`config.mk`:
```
export PLATFORM = sky130hd
export DESIGN_NAME = pdw_watchdog
export DESIGN_NICKNAME = d
export VERILOG_FILES = /design/src/logic/pdw_pkg.sv /design/src/logic/pdw_tick_gen.sv /design/src/logic/pdw_watchdog.sv /design/src/logic/pdw_wd_counter.sv
export VERILOG_INCLUDE_DIRS = /design/src /design/src/logic
export SDC_FILE = /design/constraint.sdc
export NUM_CORES = 1
export LEC_CHECK = 0
export ABC_AREA = 1
export BUFFER_PORTS_ARGS = -buffer_cell sky130_fd_sc_hd__buf_2
export CAP_MARGIN = 15
export CORE_MARGIN = 2
export CORE_UTILIZATION = 54
export CTS_CLUSTER_SIZE = 16
export DETAILED_ROUTE_END_ITERATION = 10
export PLACE_DENSITY = 0.82
export SLEW_MARGIN = 20
export SYNTH_ARGS = -nofsm -noshare
export SYNTH_HDL_FRONTEND = slang
export SYNTH_SLANG_ARGS = --single-unit
```
`constraint.sdc`:
```
create_clock -name mclk -period 2.4 [get_ports mclk]
set_clock_uncertainty 0.05 [all_clocks]
set_input_delay 0.24 -clock mclk [delete_from_list [all_inputs] [get_ports mclk]]
set_output_delay 0.24 -clock mclk [all_outputs]
set_load 0.02 [all_outputs]
```
`src/logic/pdw_regs.svh`:
```
// register offsets, reset values and timing counts of the process data watchdog pair
`ifndef PDW_REGS_SVH
`define PDW_REGS_SVH

// ****************************************
// register offsets
// ****************************************
`define PDW_ADDR_W 12
`define PDW_ADDR_MULT 12'h400
`define PDW_ADDR_LOCAL 12'h410
`define PDW_ADDR_SYNC 12'h420

// ****************************************
// reset values
// ****************************************
`define PDW_RST_MULT 16'h09c2
`define PDW_RST_LOCAL 16'h03e8
`define PDW_RST_SYNC 16'h03e8
`define PDW_DEFAULT_TIMEOUT_MS 100

// ****************************************
// timing
// ****************************************
`define PDW_CLK_PERIOD_NS 4
`define PDW_BASE_PERIOD_NS 40
`define PDW_BASE_CYCLES (`PDW_BASE_PERIOD_NS / `PDW_CLK_PERIOD_NS)
`define PDW_TICK_EXTRA 2

`endif

```
`src/logic/pdw_pkg.sv`:
```
// types shared by the process data watchdog files
package pdw_pkg;

  // ****************************************
  // types
  // ****************************************
  typedef logic [15:0] pdw_word_t;

  typedef enum logic [1:0] {
    PDW_SEL_NONE,
    PDW_SEL_MULT,
    PDW_SEL_LOCAL,
    PDW_SEL_SYNC
  } pdw_sel_e;

  typedef enum logic [1:0] {
    PDW_WD_IDLE,
    PDW_WD_ARMED,
    PDW_WD_EXPIRED
  } pdw_wd_state_e;

endpackage

```
`src/logic/pdw_tick_gen.sv`:
```
// shared watchdog tick generator: 40 ns base ticks, then multiplier plus two of them per tick
`include "pdw_regs.svh"

module pdw_tick_gen #(
  parameter int BASE_CYCLES = `PDW_BASE_CYCLES,
  parameter int MULT_W = 16
) (
  input wire logic mclk,
  input wire logic rstn,
  input wire logic ce,
  input wire logic [MULT_W-1:0] multiplier,
  output logic wdTick
);

  localparam int BASE_W = $clog2(BASE_CYCLES + 1);
  localparam logic [BASE_W-1:0] BASE_LAST = BASE_W'(BASE_CYCLES - 1);

  logic [BASE_W-1:0] baseCnt_ff;
  logic [MULT_W:0] tickCnt_ff;
  logic wdTick_ff;
  wire logic baseTick;
  wire logic [MULT_W:0] tickLast;
  wire logic tickWrap;

  // ****************************************
  // dividers
  // ****************************************
  assign baseTick = (baseCnt_ff == BASE_LAST);
  // compare against multiplier+1 so a multiplier change mid-tick still ends the tick
  assign tickLast = {1'b0, multiplier} + (MULT_W+1)'(`PDW_TICK_EXTRA - 1);
  assign tickWrap = baseTick && (tickCnt_ff >= tickLast);

  always_ff @(posedge mclk) begin
    if (!rstn) begin
      baseCnt_ff <= '0;
      tickCnt_ff <= '0;
      wdTick_ff <= 1'b0;
    end else if (ce) begin
      baseCnt_ff <= baseTick ? '0 : baseCnt_ff + 1'b1;
      if (baseTick) begin
        tickCnt_ff <= tickWrap ? '0 : tickCnt_ff + 1'b1;
      end
      wdTick_ff <= tickWrap;
    end
  end

  assign wdTick = wdTick_ff;

endmodule

```
`src/logic/pdw_watchdog.sv`:
```
// sync channel and local process port watchdogs with safe output forcing
//
// Notes on behaviour
// - on sync channel timeout, outputs are forced to the preset safe value
// - two independent watchdogs, both default to a 100 ms timeout
// - one multiplier register at 400h sets the tick for both watchdogs
// - timers at 410h (local port) and 420h (sync channel) scale the shared tick
// - each successful process data exchange restarts the sync channel counter
// - sync channel watchdog fires after its time passes with no exchange, if enabled
// - a sync channel trigger does not alter the device state machine
// - a fired sync channel watchdog is cleared by a process data access or by a zero sync channel timer
// - local port watchdog fires after its enabled time passes with no local access
// - tick is multiplier plus two periods of 40 ns; timeout is tick times timer
// - multiplier resets to 2498 and sync channel timer to 1000
// - a timer value of zero disables that watchdog, outputs are not forced
// - counters are wide enough for about 170 seconds of timeout
// - by default outputs stay safe in safe running state unless monitoring disabled
`include "pdw_regs.svh"

module pdw_watchdog #(
  parameter int DATA_W = 16,
  parameter int OUT_W = 8,
  parameter int BASE_CYCLES = `PDW_BASE_CYCLES
) (
  input wire logic mclk,
  input wire logic rstn,
  input wire logic ce,
  input wire logic regWrEn,
  input wire logic regRdEn,
  input wire logic [`PDW_ADDR_W-1:0] regAddr,
  input wire logic [1:0] regWrBe,
  input wire logic [DATA_W-1:0] regWrData,
  output logic [DATA_W-1:0] regRdData,
  output logic regRdValid,
  input wire logic syncExchangeOk,
  input wire logic localPortAccess,
  input wire logic stateIsRun,
  input wire logic stateIsSafeRun,
  input wire logic [OUT_W-1:0] appOut,
  input wire logic [OUT_W-1:0] safePreset,
  output logic [OUT_W-1:0] procOut,
  output logic outputsSafe,
  output logic syncExpired,
  output logic localExpired,
  output logic syncExpireEvt,
  output logic localExpireEvt
);

  // ****************************************
  // register storage
  // ****************************************
  pdw_pkg::pdw_word_t mult_ff;
  pdw_pkg::pdw_word_t localTime_ff;
  pdw_pkg::pdw_word_t syncTime_ff;
  logic [DATA_W-1:0] regRdData_ff;
  logic regRdValid_ff;
  logic syncExpired_ff;
  logic localExpired_ff;
  logic syncExpireEvt_ff;
  logic localExpireEvt_ff;
  logic outputsSafe_ff;
  logic [OUT_W-1:0] procOut_ff;

  // ****************************************
  // address decode
  // ****************************************
  pdw_pkg::pdw_sel_e regSel;
  wire logic hitMult;
  wire logic hitLocal;
  wire logic hitSync;
  wire logic [DATA_W-1:0] wrMask;
  wire logic [DATA_W-1:0] nxt_mult;
  wire logic [DATA_W-1:0] nxt_localTime;
  wire logic [DATA_W-1:0] nxt_syncTime;
  wire logic [DATA_W-1:0] rdMux;

  assign hitMult = (regAddr == `PDW_ADDR_MULT);
  assign hitLocal = (regAddr == `PDW_ADDR_LOCAL);
  assign hitSync = (regAddr == `PDW_ADDR_SYNC);
  assign regSel = hitMult ? pdw_pkg::PDW_SEL_MULT :
                  hitLocal ? pdw_pkg::PDW_SEL_LOCAL :
                  hitSync ? pdw_pkg::PDW_SEL_SYNC : pdw_pkg::PDW_SEL_NONE;

  // byte lanes let the master update one half of a timer on its own
  assign wrMask = {{(DATA_W/2){regWrBe[1]}}, {(DATA_W/2){regWrBe[0]}}};
  assign nxt_mult = (mult_ff & ~wrMask) | (regWrData & wrMask);
  assign nxt_localTime = (localTime_ff & ~wrMask) | (regWrData & wrMask);
  assign nxt_syncTime = (syncTime_ff & ~wrMask) | (regWrData & wrMask);

  assign rdMux = (regSel == pdw_pkg::PDW_SEL_MULT) ? mult_ff :
                 (regSel == pdw_pkg::PDW_SEL_LOCAL) ? localTime_ff :
                 (regSel == pdw_pkg::PDW_SEL_SYNC) ? syncTime_ff : '0;

  // ****************************************
  // register writes and reads
  // ****************************************
  wire logic wrMult;
  wire logic wrLocal;
  wire logic wrSync;
  wire logic rdTake;

  assign wrMult = ce && regWrEn && (regSel == pdw_pkg::PDW_SEL_MULT);
  assign wrLocal = ce && regWrEn && (regSel == pdw_pkg::PDW_SEL_LOCAL);
  assign wrSync = ce && regWrEn && (regSel == pdw_pkg::PDW_SEL_SYNC);
  assign rdTake = ce && regRdEn;

  // no write means no change: values survive a startup without download
  always_ff @(posedge mclk) begin
    if (!rstn) begin
      mult_ff <= `PDW_RST_MULT;
    end else if (wrMult) begin
      mult_ff <= nxt_mult;
    end
  end

  always_ff @(posedge mclk) begin
    if (!rstn) begin
      localTime_ff <= `PDW_RST_LOCAL;
    end else if (wrLocal) begin
      localTime_ff <= nxt_localTime;
    end
  end

  always_ff @(posedge mclk) begin
    if (!rstn) begin
      syncTime_ff <= `PDW_RST_SYNC;
    end else if (wrSync) begin
      syncTime_ff <= nxt_syncTime;
    end
  end

  // the valid pulse follows every taken strobe; the data holds until the next read
  always_ff @(posedge mclk) begin
    if (!rstn) begin
      regRdValid_ff <= 1'b0;
    end else if (ce) begin
      regRdValid_ff <= regRdEn;
    end
  end

  always_ff @(posedge mclk) begin
    if (!rstn) begin
      regRdData_ff <= '0;
    end else if (rdTake) begin
      regRdData_ff <= rdMux;
    end
  end

  // ****************************************
  // shared tick
  // ****************************************
  wire logic wdTick;

  // the 17-bit tick counter and 16-bit timers together span about 171 s
  pdw_tick_gen #(
    .BASE_CYCLES(BASE_CYCLES),
    .MULT_W(DATA_W)
  ) u_tick (
    .mclk(mclk),
    .rstn(rstn),
    .ce(ce),
    .multiplier(mult_ff),
    .wdTick(wdTick)
  );

  // ****************************************
  // the two watchdogs
  // ****************************************
  wire logic syncTimeout;
  wire logic localTimeout;
  wire logic syncEnabled;
  wire logic localEnabled;

  assign syncEnabled = (syncTime_ff != '0);
  assign localEnabled = (localTime_ff != '0);

  // a kick can land anywhere inside a tick, so a timeout runs short by up to one tick
  pdw_wd_counter #(
    .TIME_W(DATA_W)
  ) u_sync (
    .mclk(mclk),
    .rstn(rstn),
    .ce(ce),
    .kick(syncExchangeOk),
    .wdTick(wdTick),
    .timeValue(syncTime_ff),
    .timeout(syncTimeout),
    .armed()
  );

  pdw_wd_counter #(
    .TIME_W(DATA_W)
  ) u_local (
    .mclk(mclk),
    .rstn(rstn),
    .ce(ce),
    .kick(localPortAccess),
    .wdTick(wdTick),
    .timeValue(localTime_ff),
    .timeout(localTimeout),
    .armed()
  );

  // ****************************************
  // expired flags
  // ****************************************
  wire logic nxt_syncExpired;
  wire logic nxt_localExpired;

  // resumed traffic clears; a kick wins over a registered timeout arriving in the same cycle
  assign nxt_syncExpired = !syncEnabled ? 1'b0 :
                           syncExchangeOk ? 1'b0 :
                           (syncTimeout | syncExpired_ff);
  assign nxt_localExpired = !localEnabled ? 1'b0 :
                            localPortAccess ? 1'b0 :
                            (localTimeout | localExpired_ff);

  wire logic nxt_syncExpireEvt;
  wire logic nxt_localExpireEvt;

  // the pulse marks the cycle in which the flag rises, for event counting outside
  assign nxt_syncExpireEvt = syncTimeout && syncEnabled && !syncExchangeOk;
  assign nxt_localExpireEvt = localTimeout && localEnabled && !localPortAccess;

  always_ff @(posedge mclk) begin
    if (!rstn) begin
      syncExpired_ff <= 1'b0;
    end else if (ce) begin
      syncExpired_ff <= nxt_syncExpired;
    end
  end

  always_ff @(posedge mclk) begin
    if (!rstn) begin
      localExpired_ff <= 1'b0;
    end else if (ce) begin
      localExpired_ff <= nxt_localExpired;
    end
  end

  always_ff @(posedge mclk) begin
    if (!rstn) begin
      syncExpireEvt_ff <= 1'b0;
    end else if (ce) begin
      syncExpireEvt_ff <= nxt_syncExpireEvt;
    end
  end

  always_ff @(posedge mclk) begin
    if (!rstn) begin
      localExpireEvt_ff <= 1'b0;
    end else if (ce) begin
      localExpireEvt_ff <= nxt_localExpireEvt;
    end
  end

  // ****************************************
  // output forcing
  // ****************************************
  wire logic monitorOn;
  wire logic holdSafe;
  wire logic nxt_outputsSafe;
  wire logic [OUT_W-1:0] nxt_procOut;

  // device state is only read here, never driven: a trigger leaves run state alone
  assign monitorOn = syncEnabled;
  assign holdSafe = stateIsSafeRun && monitorOn;
  assign nxt_outputsSafe = (syncExpired_ff && monitorOn) || localExpired_ff || holdSafe ||
                           !(stateIsRun || stateIsSafeRun);
  assign nxt_procOut = nxt_outputsSafe ? safePreset : appOut;

  // reset starts safe so nothing reaches the pins before the first enabled cycle
  always_ff @(posedge mclk) begin
    if (!rstn) begin
      outputsSafe_ff <= 1'b1;
    end else if (ce) begin
      outputsSafe_ff <= nxt_outputsSafe;
    end
  end

  always_ff @(posedge mclk) begin
    if (!rstn) begin
      procOut_ff <= '0;
    end else if (ce) begin
      procOut_ff <= nxt_procOut;
    end
  end

  // ****************************************
  // outputs
  // ****************************************
  assign regRdData = regRdData_ff;
  assign regRdValid = regRdValid_ff;
  assign syncExpired = syncExpired_ff;
  assign localExpired = localExpired_ff;
  assign syncExpireEvt = syncExpireEvt_ff;
  assign localExpireEvt = localExpireEvt_ff;
  assign outputsSafe = outputsSafe_ff;
  assign procOut = procOut_ff;

endmodule

```
`src/logic/pdw_wd_counter.sv`:
```
// one watchdog down counter, restarted by a kick and stopped on timeout
module pdw_wd_counter #(
  parameter int TIME_W = 16
) (
  input wire logic mclk,
  input wire logic rstn,
  input wire logic ce,
  input wire logic kick,
  input wire logic wdTick,
  input wire logic [TIME_W-1:0] timeValue,
  output logic timeout,
  output logic armed
);

  pdw_pkg::pdw_wd_state_e state_ff;
  pdw_pkg::pdw_wd_state_e nxt_state;
  logic [TIME_W-1:0] cnt_ff;
  logic [TIME_W-1:0] nxt_cnt;
  logic timeout_ff;
  wire logic enabled;
  wire logic lastTick;

  // ****************************************
  // counter
  // ****************************************
  assign enabled = (timeValue != '0);
  assign lastTick = wdTick && (cnt_ff <= TIME_W'(1));

  always_comb begin
    nxt_state = state_ff;
    nxt_cnt = cnt_ff;
    case (state_ff)
      pdw_pkg::PDW_WD_IDLE: begin
        if (kick && enabled) begin
          nxt_state = pdw_pkg::PDW_WD_ARMED;
          nxt_cnt = timeValue;
        end
      end
      pdw_pkg::PDW_WD_ARMED: begin
        if (!enabled) begin
          nxt_state = pdw_pkg::PDW_WD_IDLE;
        end else if (kick) begin
          nxt_cnt = timeValue;
        end else if (lastTick) begin
          nxt_state = pdw_pkg::PDW_WD_EXPIRED;
          nxt_cnt = '0;
        end else if (wdTick) begin
          nxt_cnt = cnt_ff - 1'b1;
        end
      end
      pdw_pkg::PDW_WD_EXPIRED: begin
        if (!enabled) begin
          nxt_state = pdw_pkg::PDW_WD_IDLE;
        end else if (kick) begin
          nxt_state = pdw_pkg::PDW_WD_ARMED;
          nxt_cnt = timeValue;
        end
      end
      default: begin
        nxt_state = pdw_pkg::PDW_WD_IDLE;
        nxt_cnt = '0;
      end
    endcase
  end

  always_ff @(posedge mclk) begin
    if (!rstn) begin
      state_ff <= pdw_pkg::PDW_WD_IDLE;
      cnt_ff <= '0;
      timeout_ff <= 1'b0;
    end else if (ce) begin
      state_ff <= nxt_state;
      cnt_ff <= nxt_cnt;
      timeout_ff <= (state_ff == pdw_pkg::PDW_WD_ARMED) && enabled && !kick && lastTick;
    end
  end

  assign timeout = timeout_ff;
  assign armed = (state_ff == pdw_pkg::PDW_WD_ARMED);

endmodule

```
# Word level (Yosys, flattened, before mapping)
# Cells that the tools add are included.
# W data, S select, Z words.
op_classes:
  reduce_logical: 38
  n_lt_le_gt_ge: 3
  bitwise_logic: 10
  muxes: 43
  n_addsub: 5
  n_eq_ne: 27
op_table:
  columns: ["operator", "n"]
  rows:
  - ["$mux W16", 17]
  - ["$pmux W16 S3", 2]
  - ["$and A16 B16 Y16", 4]
  - ["$or A16 B16 Y16", 3]
  - ["$eq A12 B11 Y1 const B", 3]
  - ["$le A16 B1 Y1 const B", 2]
  - ["$reduce_bool A16 Y1", 2]
  - ["$sub A16 B1 Y16 const B", 2]
  - ["$mux W2", 15]
  - ["$logic_and A1 B1 Y1", 22]
  - ["$ne A3 B3 Y1 const B", 6]
  - ["$add A16 B1 Y17 const B", 1]
  - ["$add A17 B1 Y17 const B", 1]
  - ["$ge A17 B17 Y1", 1]
  - ["$mux W17", 1]
  - ["$not A16 Y16", 1]
  - ["$ne A2 B2 Y1 const B", 6]
  - ["$pmux W2 S3", 2]
  - ["$reduce_and A6 Y1", 2]
  - ["$reduce_and A5 Y1", 2]
  - ["$eq A2 B2 Y1 const B", 4]
  - ["$mux W8", 1]
  - ["$ne A4 B4 Y1 const B", 2]
  - ["$eq A2 B1 Y1 const B", 3]
  - ["other kinds (10)", 21]
word_totals:
  input_bits: 55
  reg_bits: 138
  out_inout_bits: 30
  word_cells: 146

# Depth between registers and ports, before layout
logic_depth:
  depth_word: 8
  ltp_mapped: 19
  ltp_nobuf: 19

# By module
# From an unflattened synthesis, not the netlist that was laid out.
hier_totals:
  hier_cells: 1459
  hier_area_um2: 9136.3
by_module_without_submodules:
  columns: ["module", "area_per_inst_um2", "cells_each", "n_inst"]
  rows:
  - ["pdw_watchdog", 3865.0, 594, 1]
  - ["pdw_wd_counter (u_sync)", 1818.0, 313, 1]
  - ["pdw_tick_gen", 1769.2, 253, 1]
  - ["pdw_wd_counter (u_local)", 1684.1, 299, 1]

# Least setup slack after synthesis
# No wires, ideal clock.
synth_path:
  path_kind: "register -> register"
  start: "register with a tool-made name"
  end: "register u_tick.tickCnt_ff[10]"
  synth_period_minus_slack_ns: 2.617
  arrival_time_ns: 2.450
  path_stages_with_launch: 18
  setup_ns: 0.117
  setup_slack_ns: -0.217
  required_ns: 2.233
  path_buffers: 0
  cell_sequence: "dfxtp_1 > ha_1 > nand2_1 > nor3_2 > inv_1 > nor4_1 > nand2_1 > xor2_1 > ha_1 > nand2_1 > nor3_1 > nand2_1 > nand2_1 > nor2_1 > nand3_1 > nand2_1 > inv_2 > nor2_1"
synth_lines:
  columns: ["element", "line_no", "text"]
  rows:
  - ["to (signal assigned)", "pdw_tick_gen.sv:41", "tickCnt_ff <= tickWrap ? '0 : tickCnt_ff + 1'b1;"]
  - ["to (decl)", "pdw_tick_gen.sv:19", "logic [MULT_W:0] tickCnt_ff;"]

==> results by group <==
Status
  • Status: complete, but fails checks
  • Failing checks: setup timing

Final layout
  • Fin cells: ~1600
  • Diodes inserted: 0
  • Area Overhead vs Synth: 17.33%
  • Fill cell count: roughly 1300
  • Nets: 1454
  • Layout cells sized above 1: 0.1634

Floorplanning
  • Row cnt: 45
  • Core Box Area: between 0.015 and 0.02 mm^2
  • Die Y: around 130 um
  • # IOs: 85
  • Die area: between 0.015 and 0.02 mm^2
  • Starting Density: 0.5488
  • Chip width: between 100 and 150 um

Yosys
  • Ys Warns: 0
  • Syn Area/Cell: 6.488 um^2
  • Synth cell count leaders: nand2_1, nor2_1, inv_1, dfxtp_1, a21oi_1
  • Largest cells by area after synthesis: dfxtp_1, nand2_1, nor2_1
  • Synth Flop Type: dfxtp_1
  • Seq/Total Area, Yosys: 0.3324
  • Most frequent cell after synthesis: nand2_1
  • Count of cell types in the netlist: 44
  • Synthesized area: around 0.0083 mm^2
  • Ys async rst share: 0
  • Synthesized flop and latch total: approximately 140
  • Synth area leader: dfxtp_1
  • Syn Nets: between 1000 and 1500
  • EDFF count, synth: 0
  • Synth top area share: 0.3324
  • Synth Instances: around 1300

Worst setup path
  • Crit path buffers/inverters: 4
  • Worst setup SP type: flop
  • Worst endpoint required time: 2.71 ns
  • Crit Path Category: flop to flop
  • Critical Path Max Stage Delay: ~0.37 ns
  • Reg2Reg Depth: 20
  • Worst path depth: 20
  • CP Cell Sequence: nand3_2 > nor2_2 > nand3b_1 > nor2_2 > nand4_1 > buf_4 > xor2_1 > inv_1 > ha_1 > nand2_1 > inv_1 > nand2_2 > inv_1 > nand2_1 > nand2_1 > nor2_2 > nand3_2 > nand2_4 > nand2_1 > nor2_1
  • Crit path max fanout: 4
  • Crit path max-delay family: simple AND/OR/NAND/NOR gates
  • Arr. time, crit path: 3.01 ns
  • Crit-path slowest cell: dfxtp_4
  • Worst setup EP type: flop
  • Cell mode on critical path: nand2_1

Power and ir drop
  • Leak: roughly 4.8 nW
  • Worst VDD drop: ~0.00056 V
  • Clk pwr share: 0.444
  • Pwr Density: 604.2 mW/mm^2
  • Internal Power: about 4.2 mW
  • NetSw: about 1.7 mW
  • Combinational Power Share: 0.144
  • Final total power: between 5 and 6 mW
  • Reg power frac: 0.412
  • Sw Share: 0.2856

STA
  • Setup ws final: -0.2936 ns
  • RSZ-0062 raised after global routing: true
  • Worst slew pin tran: between 0.6 and 0.7 ns
  • Final hold violations: 0
  • Slew HR: 0.5719
  • Fmax: around 0.37 GHz
  • Count of final max-slew check failures: 0
  • Final Cycle Share: 1.122
  • Final Critical Period: 2.694 ns
  • Setup Viol. Count Final: 18

GRT
  • Global Route Usage Sum: 0.2894
  • Wire length of the first global-routing pass: roughly 38000 um
  • Largest net degree at the start of global routing: between 80 and 90
  • Vias in the first global route: approximately 7900
  • Congestion Overflow GR: 0
  • Antenna violations before repair: 0

Routing
  • DR vias/cell: between 5 and 6
  • Metal3 WL: between 1500 and 2000 um
  • Highest metal used: met4
  • Wirelength per Cell: roughly 15 um
  • DR pass1 iterations: 7
  • DR iter-0 viols: 800
  • Post-DRT Antenna Nets: 0
  • Final WL: around 23000 um
  • Post-route DRC: 0
  • Metal-1 WL: 9646 um
  • Via count: about 8700
  • Metal2 WL: approximately 11000 um

Hold path
  • HP Class: primary input to flop
  • WHS Path Cells: 3
  • Hold Startpoint: regRdEn

Clock tree
  • Worst-path clk slew: roughly 0.060 ns
  • Clock root cell: clkbuf_16
  • CTS sink cnt: around 140
  • CTS tree: built
  • Worst-Skew Late Latency: 0.43 ns
  • Inserted Clock Buffers: 17
  • H-tree levels: 4
  • Max clock buf depth: 2
  • CTS Hold Bufs: 0

Placed design
  • Final GP Congestion: 0.9930
  • DP HPWL: around 17000 um
  • Port Buffer Count: 84
  • Dpl cells: between 1500 and 2000

Job
  • Total of max-cap violations: 0
==> cell type report <==
cell class / count / area (um^2) / share of cell area
Sequential cell: 138 / 2776 / 0.2847
Multi-Input combinational cell: 929 / 4802 / 0.4924
Clock inverter: 14 / 148.9 / 0.01527
Tap cell: 188 / 235.2 / 0.02412
Timing Repair Buffer: 121 / 710.7 / 0.07288
Clock buffer: 18 / 439.2 / 0.04503
Inverter: 169 / 639.4 / 0.06556
==> logic make-up after synthesis <==
group / count (synthesis) / synth area share
compound gates: 255 / 0.1659
xor+xnor: 32 / 0.03372
fa+ha+maj: 23 / 0.03462
buf+inv: 214 / 0.1040
flops: 138 / 0.3324
simple gates: 619 / 0.3294
==> routing by layer <==
metal | GRT usage | up-vias
li1 | - | 4330
met1 | 0.3612 | 3935
met2 | 0.4885 | 364
met3 | 0.05634 | 65
met4 | 0.1235 | 0
met5 | 0 | -
==> through the flow <==
| step | util | TNS [ns] | area (um^2) | setup WS (ns) | hold WS [ns] |
|---|---|---|---|---|---|
| floorplan | - | 0 | 8338 | 0.004101 | 0.3164 |
| global placement | 0.5958 | -2.277 | 9024 | -0.1573 | 0.4058 |
| detailed placement | 0.5958 | -5.148 | 9024 | -0.3268 | 0.4079 |
| CTS | 0.6375 | -4.289 | 9656 | -0.2633 | 0.02552 |
| global route | 0.6439 | -7.450 | 9752 | -0.4380 | 0.03713 |
| finish | 0.6439 | -4.711 | 9752 | -0.2936 | 0.03556 |
==> power by group through the flow <==
stage	Combinational (mW)	Clock [mW]	Sequential, mW
after floorplan	0.577	0	2.50
after CTS	0.838	2.63	2.43
after global placement	0.812	0	2.48
after detailed placement	0.825	0	2.48
after global routing	0.961	2.74	2.43
final	0.850	2.62	2.43
==> worst min-delay path, cell delays in order <==
cell and delay, ns:
buf_2 0.10, nand2_1 0.07, a21oi_1 0.06
==> path summary, 6_finish.rpt <==
kind | endpoint | slack (ns)
setup / recovery | u_tick.tickCnt_ff[16] | -0.29
hold reg to reg | procOut[1] | 0.41
hold / removal | regRdValid | 0.04
setup reg to reg | u_tick.tickCnt_ff[16] | -0.29
==> placed cells by master (no fill, tap or decap), types with 4 or more instances in the layout <==
master,netlist,layout
buf_4,5,36
clkinv_4,0,4
nand2_1,306,298
buf_2,10,84
clkbuf_16,0,17
o211ai_1,9,9
nand3_2,6,9
dfxtp_1,138,133
o22ai_1,26,26
nor3_1,5,4
nand2_2,2,8
ha_1,23,22
inv_2,5,5
nand2_4,3,5
o21ai_1,10,13
o21ai_0,87,84
inv_1,163,162
clkinvlp_4,0,4
nor2_1,176,166
xor2_1,28,28
xnor2_1,4,4
nand3_1,74,71
nor2_2,9,19
a21oi_1,113,113
nand4_1,19,19
==> repair_timing <==
action / 4_1_cts / 5_1_grt
setup endpoints to repair: 18 / 18
buffers inserted: 1 / 3
gates resized for setup: 11 / 25
pin swaps: 5 / 13
(Power assumes the default switching activity.)
